`src/pwct_pkg.sv`:
```
package pwct_pkg;
   // ==========================================================
   // widths
   localparam int           CNT_W          = 16;
   localparam int           ADDR_W         = 8;
   localparam int           DATA_W         = 32;
   localparam int           CHAN_N         = 2;
   localparam int           DIV_W          = 8;
   // ==========================================================
   // register byte offsets
   localparam logic [7:0]   OFS_CTL0       = 8'h00;
   localparam logic [7:0]   OFS_CTL1       = 8'h04;
   localparam logic [7:0]   OFS_OUTCTL0    = 8'h08;
   localparam logic [7:0]   OFS_EDGE       = 8'h0c;
   localparam logic [7:0]   OFS_OPT0       = 8'h10;
   localparam logic [7:0]   OFS_OVFCLR     = 8'h14;
   localparam logic [7:0]   OFS_CNT        = 8'h18;
   localparam logic [7:0]   OFS_CAP0       = 8'h1c;
   localparam logic [7:0]   OFS_CAP1       = 8'h20;
   // ==========================================================
   // field positions
   localparam int           CTL0_CE_BIT    = 7;
   localparam int           CTL0_CKS_LSB   = 0;
   localparam int           CTL1_EEE_BIT   = 5;
   localparam int           CTL1_MD_LSB    = 0;
   localparam int           EDGE_T0_LSB    = 0;
   localparam int           EDGE_T1_LSB    = 2;
   localparam int           EDGE_EVT_LSB   = 4;
   localparam int           OPT0_OVF_BIT   = 0;
   localparam int           OVFCLR_BIT     = 0;
   // ==========================================================
   // reset values and codes
   localparam logic [7:0]   RST_BYTE       = 8'h00;
   localparam logic [2:0]   MODE_PULSE_W   = 3'h6;
   localparam logic [15:0]  CNT_MAX        = 16'hffff;
   localparam logic [15:0]  CNT_ZERO       = 16'h0000;
   localparam logic [15:0]  CNT_ONE        = 16'h0001;
   // ==========================================================
   // types
   typedef enum logic [1:0] {
      EDGE_NONE = 2'h0,
      EDGE_RISE = 2'h1,
      EDGE_FALL = 2'h2,
      EDGE_BOTH = 2'h3
   } pwct_edge_type;

   typedef enum logic [1:0] {
      CNT_STOP  = 2'h0,
      CNT_ARMED = 2'h1,
      CNT_RUN   = 2'h2
   } pwct_state_type;

   typedef struct packed {
      logic       ce;
      logic [2:0] cks;
   } pwct_ctl0_type;

   typedef struct packed {
      logic       eee;
      logic [2:0] md;
   } pwct_ctl1_type;

   typedef struct packed {
      pwct_edge_type evt;
      pwct_edge_type t1;
      pwct_edge_type t0;
   } pwct_edge_cfg_type;
endpackage

```
`src/pwct_timer.sv`:
```
// Function
// - the measurement behaviour runs only while the mode field holds code 110.
// - writing the count enable bit to one starts the 16-bit counter on the chosen count clock.
// - a valid trigger edge copies the counter into that channel's capture register and clears it.
// - every capture-and-clear raises the capture interrupt of the channel that saw the edge.
// - a count clock at FFFFH with no edge raises the overflow interrupt and wraps to 0000H, except the first one after enable, which only loads 0000H.
// - the wrap sets the overflow flag, which stays set until software clears it.
// - the flag clears by a bit clear, by a byte write of option register 0 with bit 0 low, or while count enable is 0.
// - a trigger right after enable may capture FFFFH instead of 0000H.
// - reading the counter read buffer returns the live counter value, or 0000H while the counter is stopped.
// - output control register 0 is ignored and the timer outputs are held at 0.
module pwct_timer (
   // clock and reset
   input  wire logic                         clk_i,
   input  wire logic                         srst_i,
   // apb slave
   input  wire logic                         psel_i,
   input  wire logic                         penable_i,
   input  wire logic                         pwrite_i,
   input  wire logic [pwct_pkg::ADDR_W-1:0]  paddr_i,
   input  wire logic [pwct_pkg::DATA_W-1:0]  pwdata_i,
   input  wire logic [3:0]                   pstrb_i,
   output logic      [pwct_pkg::DATA_W-1:0]  prdata_o,
   output logic                              pready_o,
   output logic                              pslverr_o,
   // capture trigger pins, pin zero doubles as event input
   input  wire logic [pwct_pkg::CHAN_N-1:0]  capture_trigger_input_i,
   // interrupt requests
   output logic      [pwct_pkg::CHAN_N-1:0]  capture_interrupt_o,
   output logic                              overflow_interrupt_o,
   // timer outputs
   output logic      [pwct_pkg::CHAN_N-1:0]  timer_out_o
);
   import pwct_pkg::*;

   // ==========================================================
   // register decode
   function automatic logic reg_known(input logic [ADDR_W-1:0] a);
      case (a)
         OFS_CTL0, OFS_CTL1, OFS_OUTCTL0, OFS_EDGE, OFS_OPT0,
         OFS_OVFCLR, OFS_CNT, OFS_CAP0, OFS_CAP1: reg_known = 1'b1;
         default:                                 reg_known = 1'b0;
      endcase
   endfunction

   pwct_ctl0_type          ctl0;
   pwct_ctl1_type          ctl1;
   logic [7:0]             outctl0;
   pwct_edge_cfg_type      edge_cfg;
   logic                   ovf_flag;
   pwct_ctl0_type          next_ctl0;
   pwct_ctl1_type          next_ctl1;
   logic [7:0]             next_outctl0;
   pwct_edge_cfg_type      next_edge_cfg;
   logic                   next_ovf_flag;
   logic [DATA_W-1:0]      next_prdata;
   logic                   next_pready;
   logic                   next_pslverr;
   logic                   wr_fire;
   logic                   rd_ask;
   logic                   sw_clr;
   logic [7:0]             wbyte;

   pwct_state_type         state;
   pwct_state_type         next_state;
   logic [CNT_W-1:0]       cnt;
   logic [CNT_W-1:0]       next_cnt;
   logic [CNT_W-1:0]       cap [CHAN_N];
   logic [CNT_W-1:0]       next_cap [CHAN_N];
   logic [CHAN_N-1:0]      next_cap_irq;
   logic                   next_ovf_irq;
   logic [CHAN_N-1:0]      next_tout;
   logic                   ovf_set;
   logic                   run;
   logic                   tick;
   logic                   pre_tick;
   logic [CHAN_N:0]        edges;
   logic [CHAN_N-1:0]      hit;
   pwct_edge_type          edge_sel [CHAN_N+1];

   assign run   = ctl0.ce && (ctl1.md == MODE_PULSE_W);
   assign wbyte = pwdata_i[7:0];

   // ==========================================================
   // edge detectors and count clock
   assign edge_sel[0] = edge_cfg.t0;
   assign edge_sel[1] = edge_cfg.t1;
   assign edge_sel[2] = edge_cfg.evt;

   // the event input sits on trigger zero's pin, so both look at the same wire
   genvar g;
   generate
      for (g = 0; g <= CHAN_N; g++) begin : g_edge
         pwct_edge_det u_edge (
            .clk_i  (clk_i),
            .srst_i (srst_i),
            .sig_i  (capture_trigger_input_i[(g == CHAN_N) ? 0 : g]),
            .sel_i  (edge_sel[g]),
            .edge_o (edges[g])
         );
      end
   endgenerate

   pwct_prescale #(
      .DIV_W (DIV_W)
   ) u_prescale (
      .clk_i  (clk_i),
      .srst_i (srst_i),
      .run_i  (run),
      .cks_i  (ctl0.cks),
      .tick_o (pre_tick)
   );

   assign tick = run && (ctl1.eee ? edges[CHAN_N] : pre_tick);
   assign hit  = (run && (state != CNT_STOP)) ? edges[CHAN_N-1:0] : '0;

   // ==========================================================
   // counter and capture
   always_comb begin
      next_state   = state;
      next_cnt     = cnt;
      next_cap     = cap;
      next_cap_irq = '0;
      next_ovf_irq = 1'b0;
      ovf_set      = 1'b0;
      next_tout    = '0;
      for (int i = 0; i < CHAN_N; i++) begin
         if (hit[i]) begin
            next_cap[i]     = cnt;
            next_cap_irq[i] = 1'b1;
         end
      end
      case (state)
         CNT_STOP: begin
            next_cnt = CNT_MAX;
            if (run) begin
               next_state = CNT_ARMED;
            end
         end
         CNT_ARMED: begin
            // still at FFFFH until the first tick, so an early edge captures FFFFH
            if (!run) begin
               next_state = CNT_STOP;
               next_cnt   = CNT_MAX;
            end else if ((|hit) || tick) begin
               next_state = CNT_RUN;
               next_cnt   = CNT_ZERO;
            end
         end
         CNT_RUN: begin
            if (!run) begin
               next_state = CNT_STOP;
               next_cnt   = CNT_MAX;
            end else if (|hit) begin
               next_cnt = CNT_ZERO;
            end else if (tick) begin
               if (cnt == CNT_MAX) begin
                  next_cnt     = CNT_ZERO;
                  next_ovf_irq = 1'b1;
                  ovf_set      = 1'b1;
               end else begin
                  next_cnt = CNT_W'(cnt + 1'b1);
               end
            end
         end
         default: begin
            next_state = CNT_STOP;
            next_cnt   = CNT_MAX;
         end
      endcase
   end

   always_ff @(posedge clk_i) begin
      if (srst_i) begin
         state                <= CNT_STOP;
         cnt                  <= CNT_MAX;
         cap                  <= '{default: CNT_ZERO};
         capture_interrupt_o  <= '0;
         overflow_interrupt_o <= 1'b0;
         timer_out_o          <= '0;
      end else begin
         state                <= next_state;
         cnt                  <= next_cnt;
         cap                  <= next_cap;
         capture_interrupt_o  <= next_cap_irq;
         overflow_interrupt_o <= next_ovf_irq;
         timer_out_o          <= next_tout;
      end
   end

   // ==========================================================
   // apb registers
   always_comb begin
      wr_fire       = psel_i && penable_i && pready_o && pwrite_i && reg_known(paddr_i);
      rd_ask        = psel_i && penable_i && !pready_o;
      next_pready   = rd_ask;
      next_pslverr  = rd_ask && !reg_known(paddr_i);
      next_prdata   = '0;
      next_ctl0     = ctl0;
      next_ctl1     = ctl1;
      next_outctl0  = outctl0;
      next_edge_cfg = edge_cfg;
      sw_clr        = 1'b0;
      if (rd_ask && !pwrite_i) begin
         case (paddr_i)
            OFS_CTL0:    next_prdata[7:0] = {ctl0.ce, 4'h0, ctl0.cks};
            OFS_CTL1:    next_prdata[7:0] = {2'h0, ctl1.eee, 2'h0, ctl1.md};
            OFS_OUTCTL0: next_prdata[7:0] = outctl0;
            OFS_EDGE:    next_prdata[7:0] = {2'h0, edge_cfg};
            OFS_OPT0:    next_prdata[7:0] = {7'h00, ovf_flag};
            OFS_CNT:     next_prdata[15:0] = (state == CNT_STOP) ? CNT_ZERO : cnt;
            OFS_CAP0:    next_prdata[15:0] = cap[0];
            OFS_CAP1:    next_prdata[15:0] = cap[1];
            default:     next_prdata = '0;
         endcase
      end
      if (wr_fire && pstrb_i[0]) begin
         case (paddr_i)
            OFS_CTL0: begin
               next_ctl0.ce  = wbyte[CTL0_CE_BIT];
               next_ctl0.cks = wbyte[CTL0_CKS_LSB +: 3];
            end
            OFS_CTL1: begin
               next_ctl1.eee = wbyte[CTL1_EEE_BIT];
               next_ctl1.md  = wbyte[CTL1_MD_LSB +: 3];
            end
            // stored for readback only, it steers nothing in this mode
            OFS_OUTCTL0: next_outctl0 = wbyte;
            OFS_EDGE: begin
               next_edge_cfg.t0  = pwct_edge_type'(wbyte[EDGE_T0_LSB +: 2]);
               next_edge_cfg.t1  = pwct_edge_type'(wbyte[EDGE_T1_LSB +: 2]);
               next_edge_cfg.evt = pwct_edge_type'(wbyte[EDGE_EVT_LSB +: 2]);
            end
            OFS_OPT0:   sw_clr = !wbyte[OPT0_OVF_BIT];
            OFS_OVFCLR: sw_clr = wbyte[OVFCLR_BIT];
            default:    sw_clr = 1'b0;
         endcase
      end
      // set beats clear, so a wrap in the clearing cycle is kept
      next_ovf_flag = ovf_flag;
      if (sw_clr || !ctl0.ce) begin
         next_ovf_flag = 1'b0;
      end
      if (ovf_set) begin
         next_ovf_flag = 1'b1;
      end
   end

   always_ff @(posedge clk_i) begin
      if (srst_i) begin
         ctl0      <= pwct_ctl0_type'(RST_BYTE[3:0]);
         ctl1      <= pwct_ctl1_type'(RST_BYTE[3:0]);
         outctl0   <= RST_BYTE;
         edge_cfg  <= pwct_edge_cfg_type'(RST_BYTE[5:0]);
         ovf_flag  <= 1'b0;
         prdata_o  <= '0;
         pready_o  <= 1'b0;
         pslverr_o <= 1'b0;
      end else begin
         ctl0      <= next_ctl0;
         ctl1      <= next_ctl1;
         outctl0   <= next_outctl0;
         edge_cfg  <= next_edge_cfg;
         ovf_flag  <= next_ovf_flag;
         prdata_o  <= next_prdata;
         pready_o  <= next_pready;
         pslverr_o <= next_pslverr;
      end
   end
endmodule

```
`src/pwct_edge_det.sv`:
```
module pwct_edge_det (
   // clock and reset
   input  wire logic                   clk_i,
   input  wire logic                   srst_i,
   // pin and selection
   input  wire logic                   sig_i,
   input  wire pwct_pkg::pwct_edge_type sel_i,
   // detected edge
   output logic                        edge_o
);
   import pwct_pkg::*;

   logic prev;
   logic next_prev;

   always_comb begin
      next_prev = sig_i;
      case (sel_i)
         EDGE_RISE: edge_o = sig_i & ~prev;
         EDGE_FALL: edge_o = ~sig_i & prev;
         EDGE_BOTH: edge_o = sig_i ^ prev;
         default:   edge_o = 1'b0;
      endcase
   end

   always_ff @(posedge clk_i) begin
      if (srst_i) begin
         prev <= 1'b0;
      end else begin
         prev <= next_prev;
      end
   end
endmodule

```
`src/pwct_prescale.sv`:
```
module pwct_prescale #(
   parameter int DIV_W = pwct_pkg::DIV_W
) (
   // clock and reset
   input  wire logic       clk_i,
   input  wire logic       srst_i,
   // control
   input  wire logic       run_i,
   input  wire logic [2:0] cks_i,
   // count clock tick
   output logic            tick_o
);
   import pwct_pkg::*;

   logic [DIV_W-1:0] div;
   logic [DIV_W-1:0] next_div;
   logic [DIV_W-1:0] mask;

   // divide by 2 to the power cks plus one
   always_comb begin
      mask     = {DIV_W{1'b1}} >> (3'h7 - cks_i);
      tick_o   = run_i && ((div & mask) == mask);
      next_div = run_i ? DIV_W'(div + 1'b1) : '0;
   end

   always_ff @(posedge clk_i) begin
      if (srst_i) begin
         div <= '0;
      end else begin
         div <= next_div;
      end
   end
endmodule

```
`config.mk`:
```
export PLATFORM = sky130hd
export DESIGN_NAME = pwct_timer
export DESIGN_NICKNAME = d
export VERILOG_FILES = /design/src/pwct_pkg.sv /design/src/pwct_timer.sv /design/src/pwct_edge_det.sv /design/src/pwct_prescale.sv
export SDC_FILE = /design/constraint.sdc
export NUM_CORES = 1
export LEC_CHECK = 0
export BUFFER_PORTS_ARGS = -buffer_cell sky130_fd_sc_hd__buf_2
export CELL_PAD_IN_SITES_DETAIL_PLACEMENT = 0
export CELL_PAD_IN_SITES_GLOBAL_PLACEMENT = 2
export CORE_MARGIN = 8
export CORE_UTILIZATION = 34
export DETAILED_ROUTE_END_ITERATION = 10
export PLACE_DENSITY_LB_ADDON = 0.1
export RECOVER_POWER = 25
export SLEW_MARGIN = 20
export SYNTH_ARGS = -nofsm -noshare
export SYNTH_HDL_FRONTEND = slang
export SYNTH_SLANG_ARGS = --single-unit
```
`constraint.sdc`:
```
create_clock -name clk_i -period 2.75 [get_ports clk_i]
set_input_delay 0.55 -clock clk_i [delete_from_list [all_inputs] [get_ports clk_i]]
set_output_delay 0.55 -clock clk_i [all_outputs]
set_load 0.1 [all_outputs]
```
[Word-level counts from Yosys, hierarchy flattened]
Index checks and enable logic that the tools add are counted.
Operators by class
  reduce and logical (&&, ||, !) cells: 33
  shift operators: 1
  equal/unequal tests: 26
  bitwise logic cells: 13
  add/subtract/negate cells: 3
  mux-type cells: 32
Operators with widths (number)
  two-way mux 16 bit: 7
  case mux 8 bit (8 select lines): 1
  equality test 8 x 5 -> 1 bit (second input constant): 4
  case mux 16 bit (2 select lines): 1
  case mux 8 bit (3 select lines): 1
  adder 16 x 1 -> 16 bit (second input constant): 1
  equality test 16 bit (second input constant): 1
  equality test 8 x 4 -> 1 bit (second input constant): 2
  equality test 2 bit (second input constant): 7
  logical AND 1 bit: 12
  two-way mux 1 bit: 12
  two-way mux 2 bit: 5
  AND reduction 2 bit: 5
  case mux 1 bit (3 select lines): 3
  OR reduction 9 bit: 1
  adder 8 x 1 -> 8 bit (second input constant): 1
  bitwise AND 8 bit: 1
  equality test 2 x 1 -> 1 bit (second input constant): 4
  equality test 8 x 3 -> 1 bit (second input constant): 1
  equality test 8 x 6 -> 1 bit (second input constant): 1
  equality test 8 bit: 1
  logical NOT 8 bit: 1
  right shift 8 x 3 -> 8 bit (first input constant): 1
  NOT 1 bit: 6
  other kinds (15): 28
Storage, ports and cells
  register bits after elaboration: 120
  logic and storage cells: 130

[Logic depth before layout (Yosys ltp)]
  word-level depth: 12
  depth in mapped cells: 9
  depth with buffers taken out: 8

[Hierarchy]
Synthesis repeated with hierarchy kept, for this count alone.
Unflattened totals
  cell total of the unflattened synthesis: 610
  area, all modules: 5041.1 um2
By module, submodules not included
  pwct_timer: cells an instance 535, seq. area each 1881.8 um2, instances 1, area an instance 4434.3 um2
  pwct_prescale: cells an instance 42, seq. area each 160.2 um2, instances 1, area an instance 359.1 um2
  pwct_edge_det: cells an instance 11, seq. area each 20.0 um2, instances 3, area an instance 82.6 um2

[Least setup slack after synthesis]
OpenSTA, ideal clock, no wires.
  path kind: input port to flip-flop
  start: input capture_trigger_input_i[0] in the netlist's numbering
  end: register cnt[14]
  path slack: 446 ps
  buffers on the path: 1
  library setup time: 86 ps
  data arrival time: 2219 ps
  stages on the path: 9
  cell sequence: inv_1 > ha_1 > nor2b_1 > o21ai_1 > a41oi_1 > a211oi_2 > a21oi_1 > buf_2 > a211oi_1
On the way
  word-level cells in the longest chain between the ends: 8
  elaborated cells between the ends (all ways): 17
RTL lines
  start, declared: line pwct_timer.sv:27  | input wire logic [pwct_pkg::CHAN_N-1:0] capture_trigger_input_i,
  NOT 1 bit: line pwct_edge_det.sv:20  | EDGE_FALL: edge_o = ~sig_i & prev;
  bitwise AND 1 bit: line pwct_edge_det.sv:20
  case mux 1 bit (3 select lines): line pwct_edge_det.sv:18  | case (sel_i)
  two-way mux 2 bit or two-way mux 1 bit (tied branches): line pwct_timer.sv:115, pwct_timer.sv:114
  OR reduction 2 bit or logical AND 1 bit (tied branches): line pwct_timer.sv:145, pwct_timer.sv:154, pwct_timer.sv:114
  two-way mux 16 bit or logical OR 1 bit (tied branches): line pwct_timer.sv:154, pwct_timer.sv:145
  two-way mux 16 bit or != test 3 bit (tied branches)
  case mux 16 bit (2 select lines) or AND reduction 2 bit (tied branches)
  end signal, assigned: line pwct_timer.sv:183  | cnt <= next_cnt;
  end, declared: line pwct_timer.sv:66  | logic [CNT_W-1:0] cnt;
Several ways; a longest one is shown, not always the timed one.
A chain may end at the register's enable or synchronous reset.

==> qor.yml <==
run_status:
  status: "complete, but fails checks"
  violations: "capacitance limit, slew limit"
clock_tree:
  cts_setup_buffers: 0
  clk_path_buf_depth: 2
  ctsResizeCount: 0
  ctsHoldBuffers: 0
  cts_made_buffers: 9
  path_clk_slew_ns: 0.08
  clock-sinks: 104
  cts_tree: "yes"
  clkLatencyLatePin_ns: 0.35
  clock-root-buffer: "clkbuf_16"
  htreeDepth: 3
worst_setup_path:
  r2r_end: "cnt[10]$_SDFFE_PP1P_"
  crit_path_max_fanout: 44
  arrival_ns: 2.64
  cp-start-kind: "primary input"
  timing.rr.start: "g_edge[2].u_edge.prev$_SDFF_PP0_"
  cp.required_ns: 2.98
  critical_path_class: "primary input to flip-flop"
  reg2reg_depth: 8
  r2r_slack_ns: 0.38
  critPathCaptureType: "flip-flop"
min_path:
  hold_path_end: "edge_cfg[4]$_SDFFE_PP0P_"
  min-delay-start: "pwdata_i[4]"
  hold_class: "primary input to flip-flop"
  holdPathStages: 3
timing:
  hold_violations: 0
  setup_violations: 0
  max_clock_freq_ghz: 0.4146
  fin_crit_sh: 0.8770
  worst_pin_slew_ns: 2.081
  period_needed_ns: 2.412
  fin_worst_skew_ns: 0.007935
  slew_headroom: -0.3870
  setup_tns_ns: 0
  rsz0062_at_grt: "no"
  drv_slew: 45
power_and_ir_drop:
  power_density_nw_per_um2: 514.7
  leakagePower_nw: 2.134
  irDropWorstVdd_mv: 0.3522
floorplan:
  num_rows: 44
  placeableCoreArea_um2: 14480
  start_util: 0.3461
  die_x_um: 137.4
  dieArea_um2: 18880
  io_pins: 90
  dieHeight_um: 137.4
cells_and_area:
  nets: 669
  stdcell_area_um2: 5719
  drive_gt1_frac: 0.1319
  num_antenna_cells: 0
  syn2layout_area_growth_pct: 14.13
placed_design:
  place.detailed.hpwl_um: 10500
  finalWeightedCongestion: 0.7825
  placed_cell_area_um2: 5466
  io_buffers: 44
yosys:
  yosys-top-cells-count: "104 x dfxtp_1, 79 x nor2_1, 52 x mux2i_1, 34 x nand2_1, 23 x a21oi_1"
  synth_top_area_share: 0.4155
  synth-edff-count: 0
  synth-seq-cells: 104
  synthFlopType: "dfxtp_1"
  synth_cell_types: 61
  async_flop_share: 0
  yosysTopAreaCell: "dfxtp_1"
  synth_most_common_cell: "dfxtp_1"
  synth_area_um2: 5011
  synth_area_leaders: "dfxtp_1 42%, mux2i_1 10%, nor2_1 5.9%"
  synth-seq-area-share: 0.4155
  synth.avg_cell_area_um2: 8.964
  yosys_warnings: 0
  post_synth_inst_count: 559
routing:
  vias: 4190
  drt-total-wl_um: 14660
  antenna_left: 0
  drc: 0
  dr.pass1.iters: 6
  vias_per_cell: 5.251
  drtIter0Drc: 233
  wl_per_cell_um: 18.37
grt:
  grt_use_total: 0.1616
  grt_pass1_wl_um: 23420
  grt_overflow_total: 0
  grt_pass1_vias: 4168
  grt_max_degree: 45
  antenna_found_initial: 0
flow_run:
  maxCapViolations: 1
worst max-delay path, cell delays in order:
cell and delay, ns:
buf_2 0.17, clkbuf_1 1.50, nor3_1 0.18, nor3b_1 0.25
registers in the layout, indices dropped and copies added, names as in the netlist, 2 cells and up:
| register | count |
|---|---|
| cnt | 16 |
| u_prescale.div | 8 |
| state | 2 |
| prdata_o | 16 |
| ctl0 | 4 |
| edge_cfg | 6 |
| g_edge.u_edge.prev | 2 |
| capture_interrupt_o | 2 |
| outctl0 | 8 |
| cap | 32 |
| ctl1 | 4 |
metrics by stage:
step | setup WS [ns] | power (mW) | hold WS, ns | cells | util
6_report | 0.3383 | 2.944 | 0.4390 | 798 | 0.3950
3_3_place_gp | 0.05050 | 1.736 | 0.4571 | 782 | 0.3775
2_1_floorplan | 0.4456 | 1.718 | 0.4313 | 576 | -
5_1_grt | 0.1258 | 3.065 | 0.4460 | 798 | 0.3950
3_5_place_dp | 0.01754 | 1.737 | 0.4579 | 782 | 0.3775
4_1_cts | 0.3402 | 2.996 | 0.4240 | 798 | 0.3968
area by class of cell:
cell class,count,area (um^2)
inverters,12,45.04
repair buffers,70,414.1
multi-input cells,412,2669
clock inverters,5,46.29
fillers,1517,8760
flip-flops and latches,104,2082
well taps,184,230.2
clock buffers,11,232.7
per-layer routing:
layer	GRT usage	share of wire	routed length (um)
met5	0	0	0
met1	0.2151	0.49	7156
met2	0.2549	0.46	6677
met4	0.04466	0.0086	126
met3	0.03829	0.048	697
cell usage in the layout, fill, tap and decap left out, types with 3 or more instances in the layout:
cell / synthesis / routed
clkbuf_1: 16 / 21
o21ai_1: 4 / 4
mux2i_1: 52 / 52
inv_1: 11 / 11
nand3b_1: 4 / 4
dfxtp_1: 104 / 104
nand4_1: 5 / 5
a221oi_1: 6 / 6
and2_1: 5 / 5
o21ai_0: 14 / 14
a31oi_1: 3 / 3
a21oi_1: 23 / 23
nand3_1: 21 / 21
and3_1: 12 / 12
nand2_1: 34 / 34
xor2_1: 8 / 8
nor3_1: 18 / 18
a211oi_1: 14 / 14
nor2b_1: 8 / 8
buf_2: 10 / 26
a222oi_1: 11 / 11
nand2b_1: 10 / 10
conb_1: 1 / 18
nor2_1: 79 / 79
nor3b_1: 3 / 3
a22oi_1: 7 / 7
a21boi_0: 3 / 3
a22oi_2: 5 / 5
ha_1: 9 / 9
inv_6: 0 / 3
buf_4: 19 / 23
clkbuf_16: 0 / 9
power by group:
group,internal [mW],switching (mW),total [mW]
registers,1.51,0.00161,1.51
logic,0.0257,0.167,0.192
clock network,0.634,0.609,1.24
how the worst max path moves through the flow:
stage / start / endpoint / cells after the start
after CTS: g_edge[2].u_edge.prev$_SDFF_PP0_ / cnt[10]$_SDFFE_PP1P_ / 8
after global placement: capture_trigger_input_i[0] / cnt[10]$_SDFFE_PP1P_ / 9
after global routing: srst_i / pslverr_o$_SDFF_PP0_ / 4
after detailed placement: capture_trigger_input_i[0] / cnt[10]$_SDFFE_PP1P_ / 9
after floorplan: capture_trigger_input_i[0] / cnt[14]$_SDFFE_PP1P_ / 9
final: srst_i / pslverr_o$_SDFF_PP0_ / 4
cell families after synthesis:
kind of cell    synth area share
mux                       0.1039
simple gates              0.2107
xor+xnor                 0.01573
buf+inv                  0.06467
flops                     0.4155
other cells            0.0007483
fa+ha+maj                0.02247
compound gates            0.1663
No activity file was read; power rests on OpenSTA's default activity.
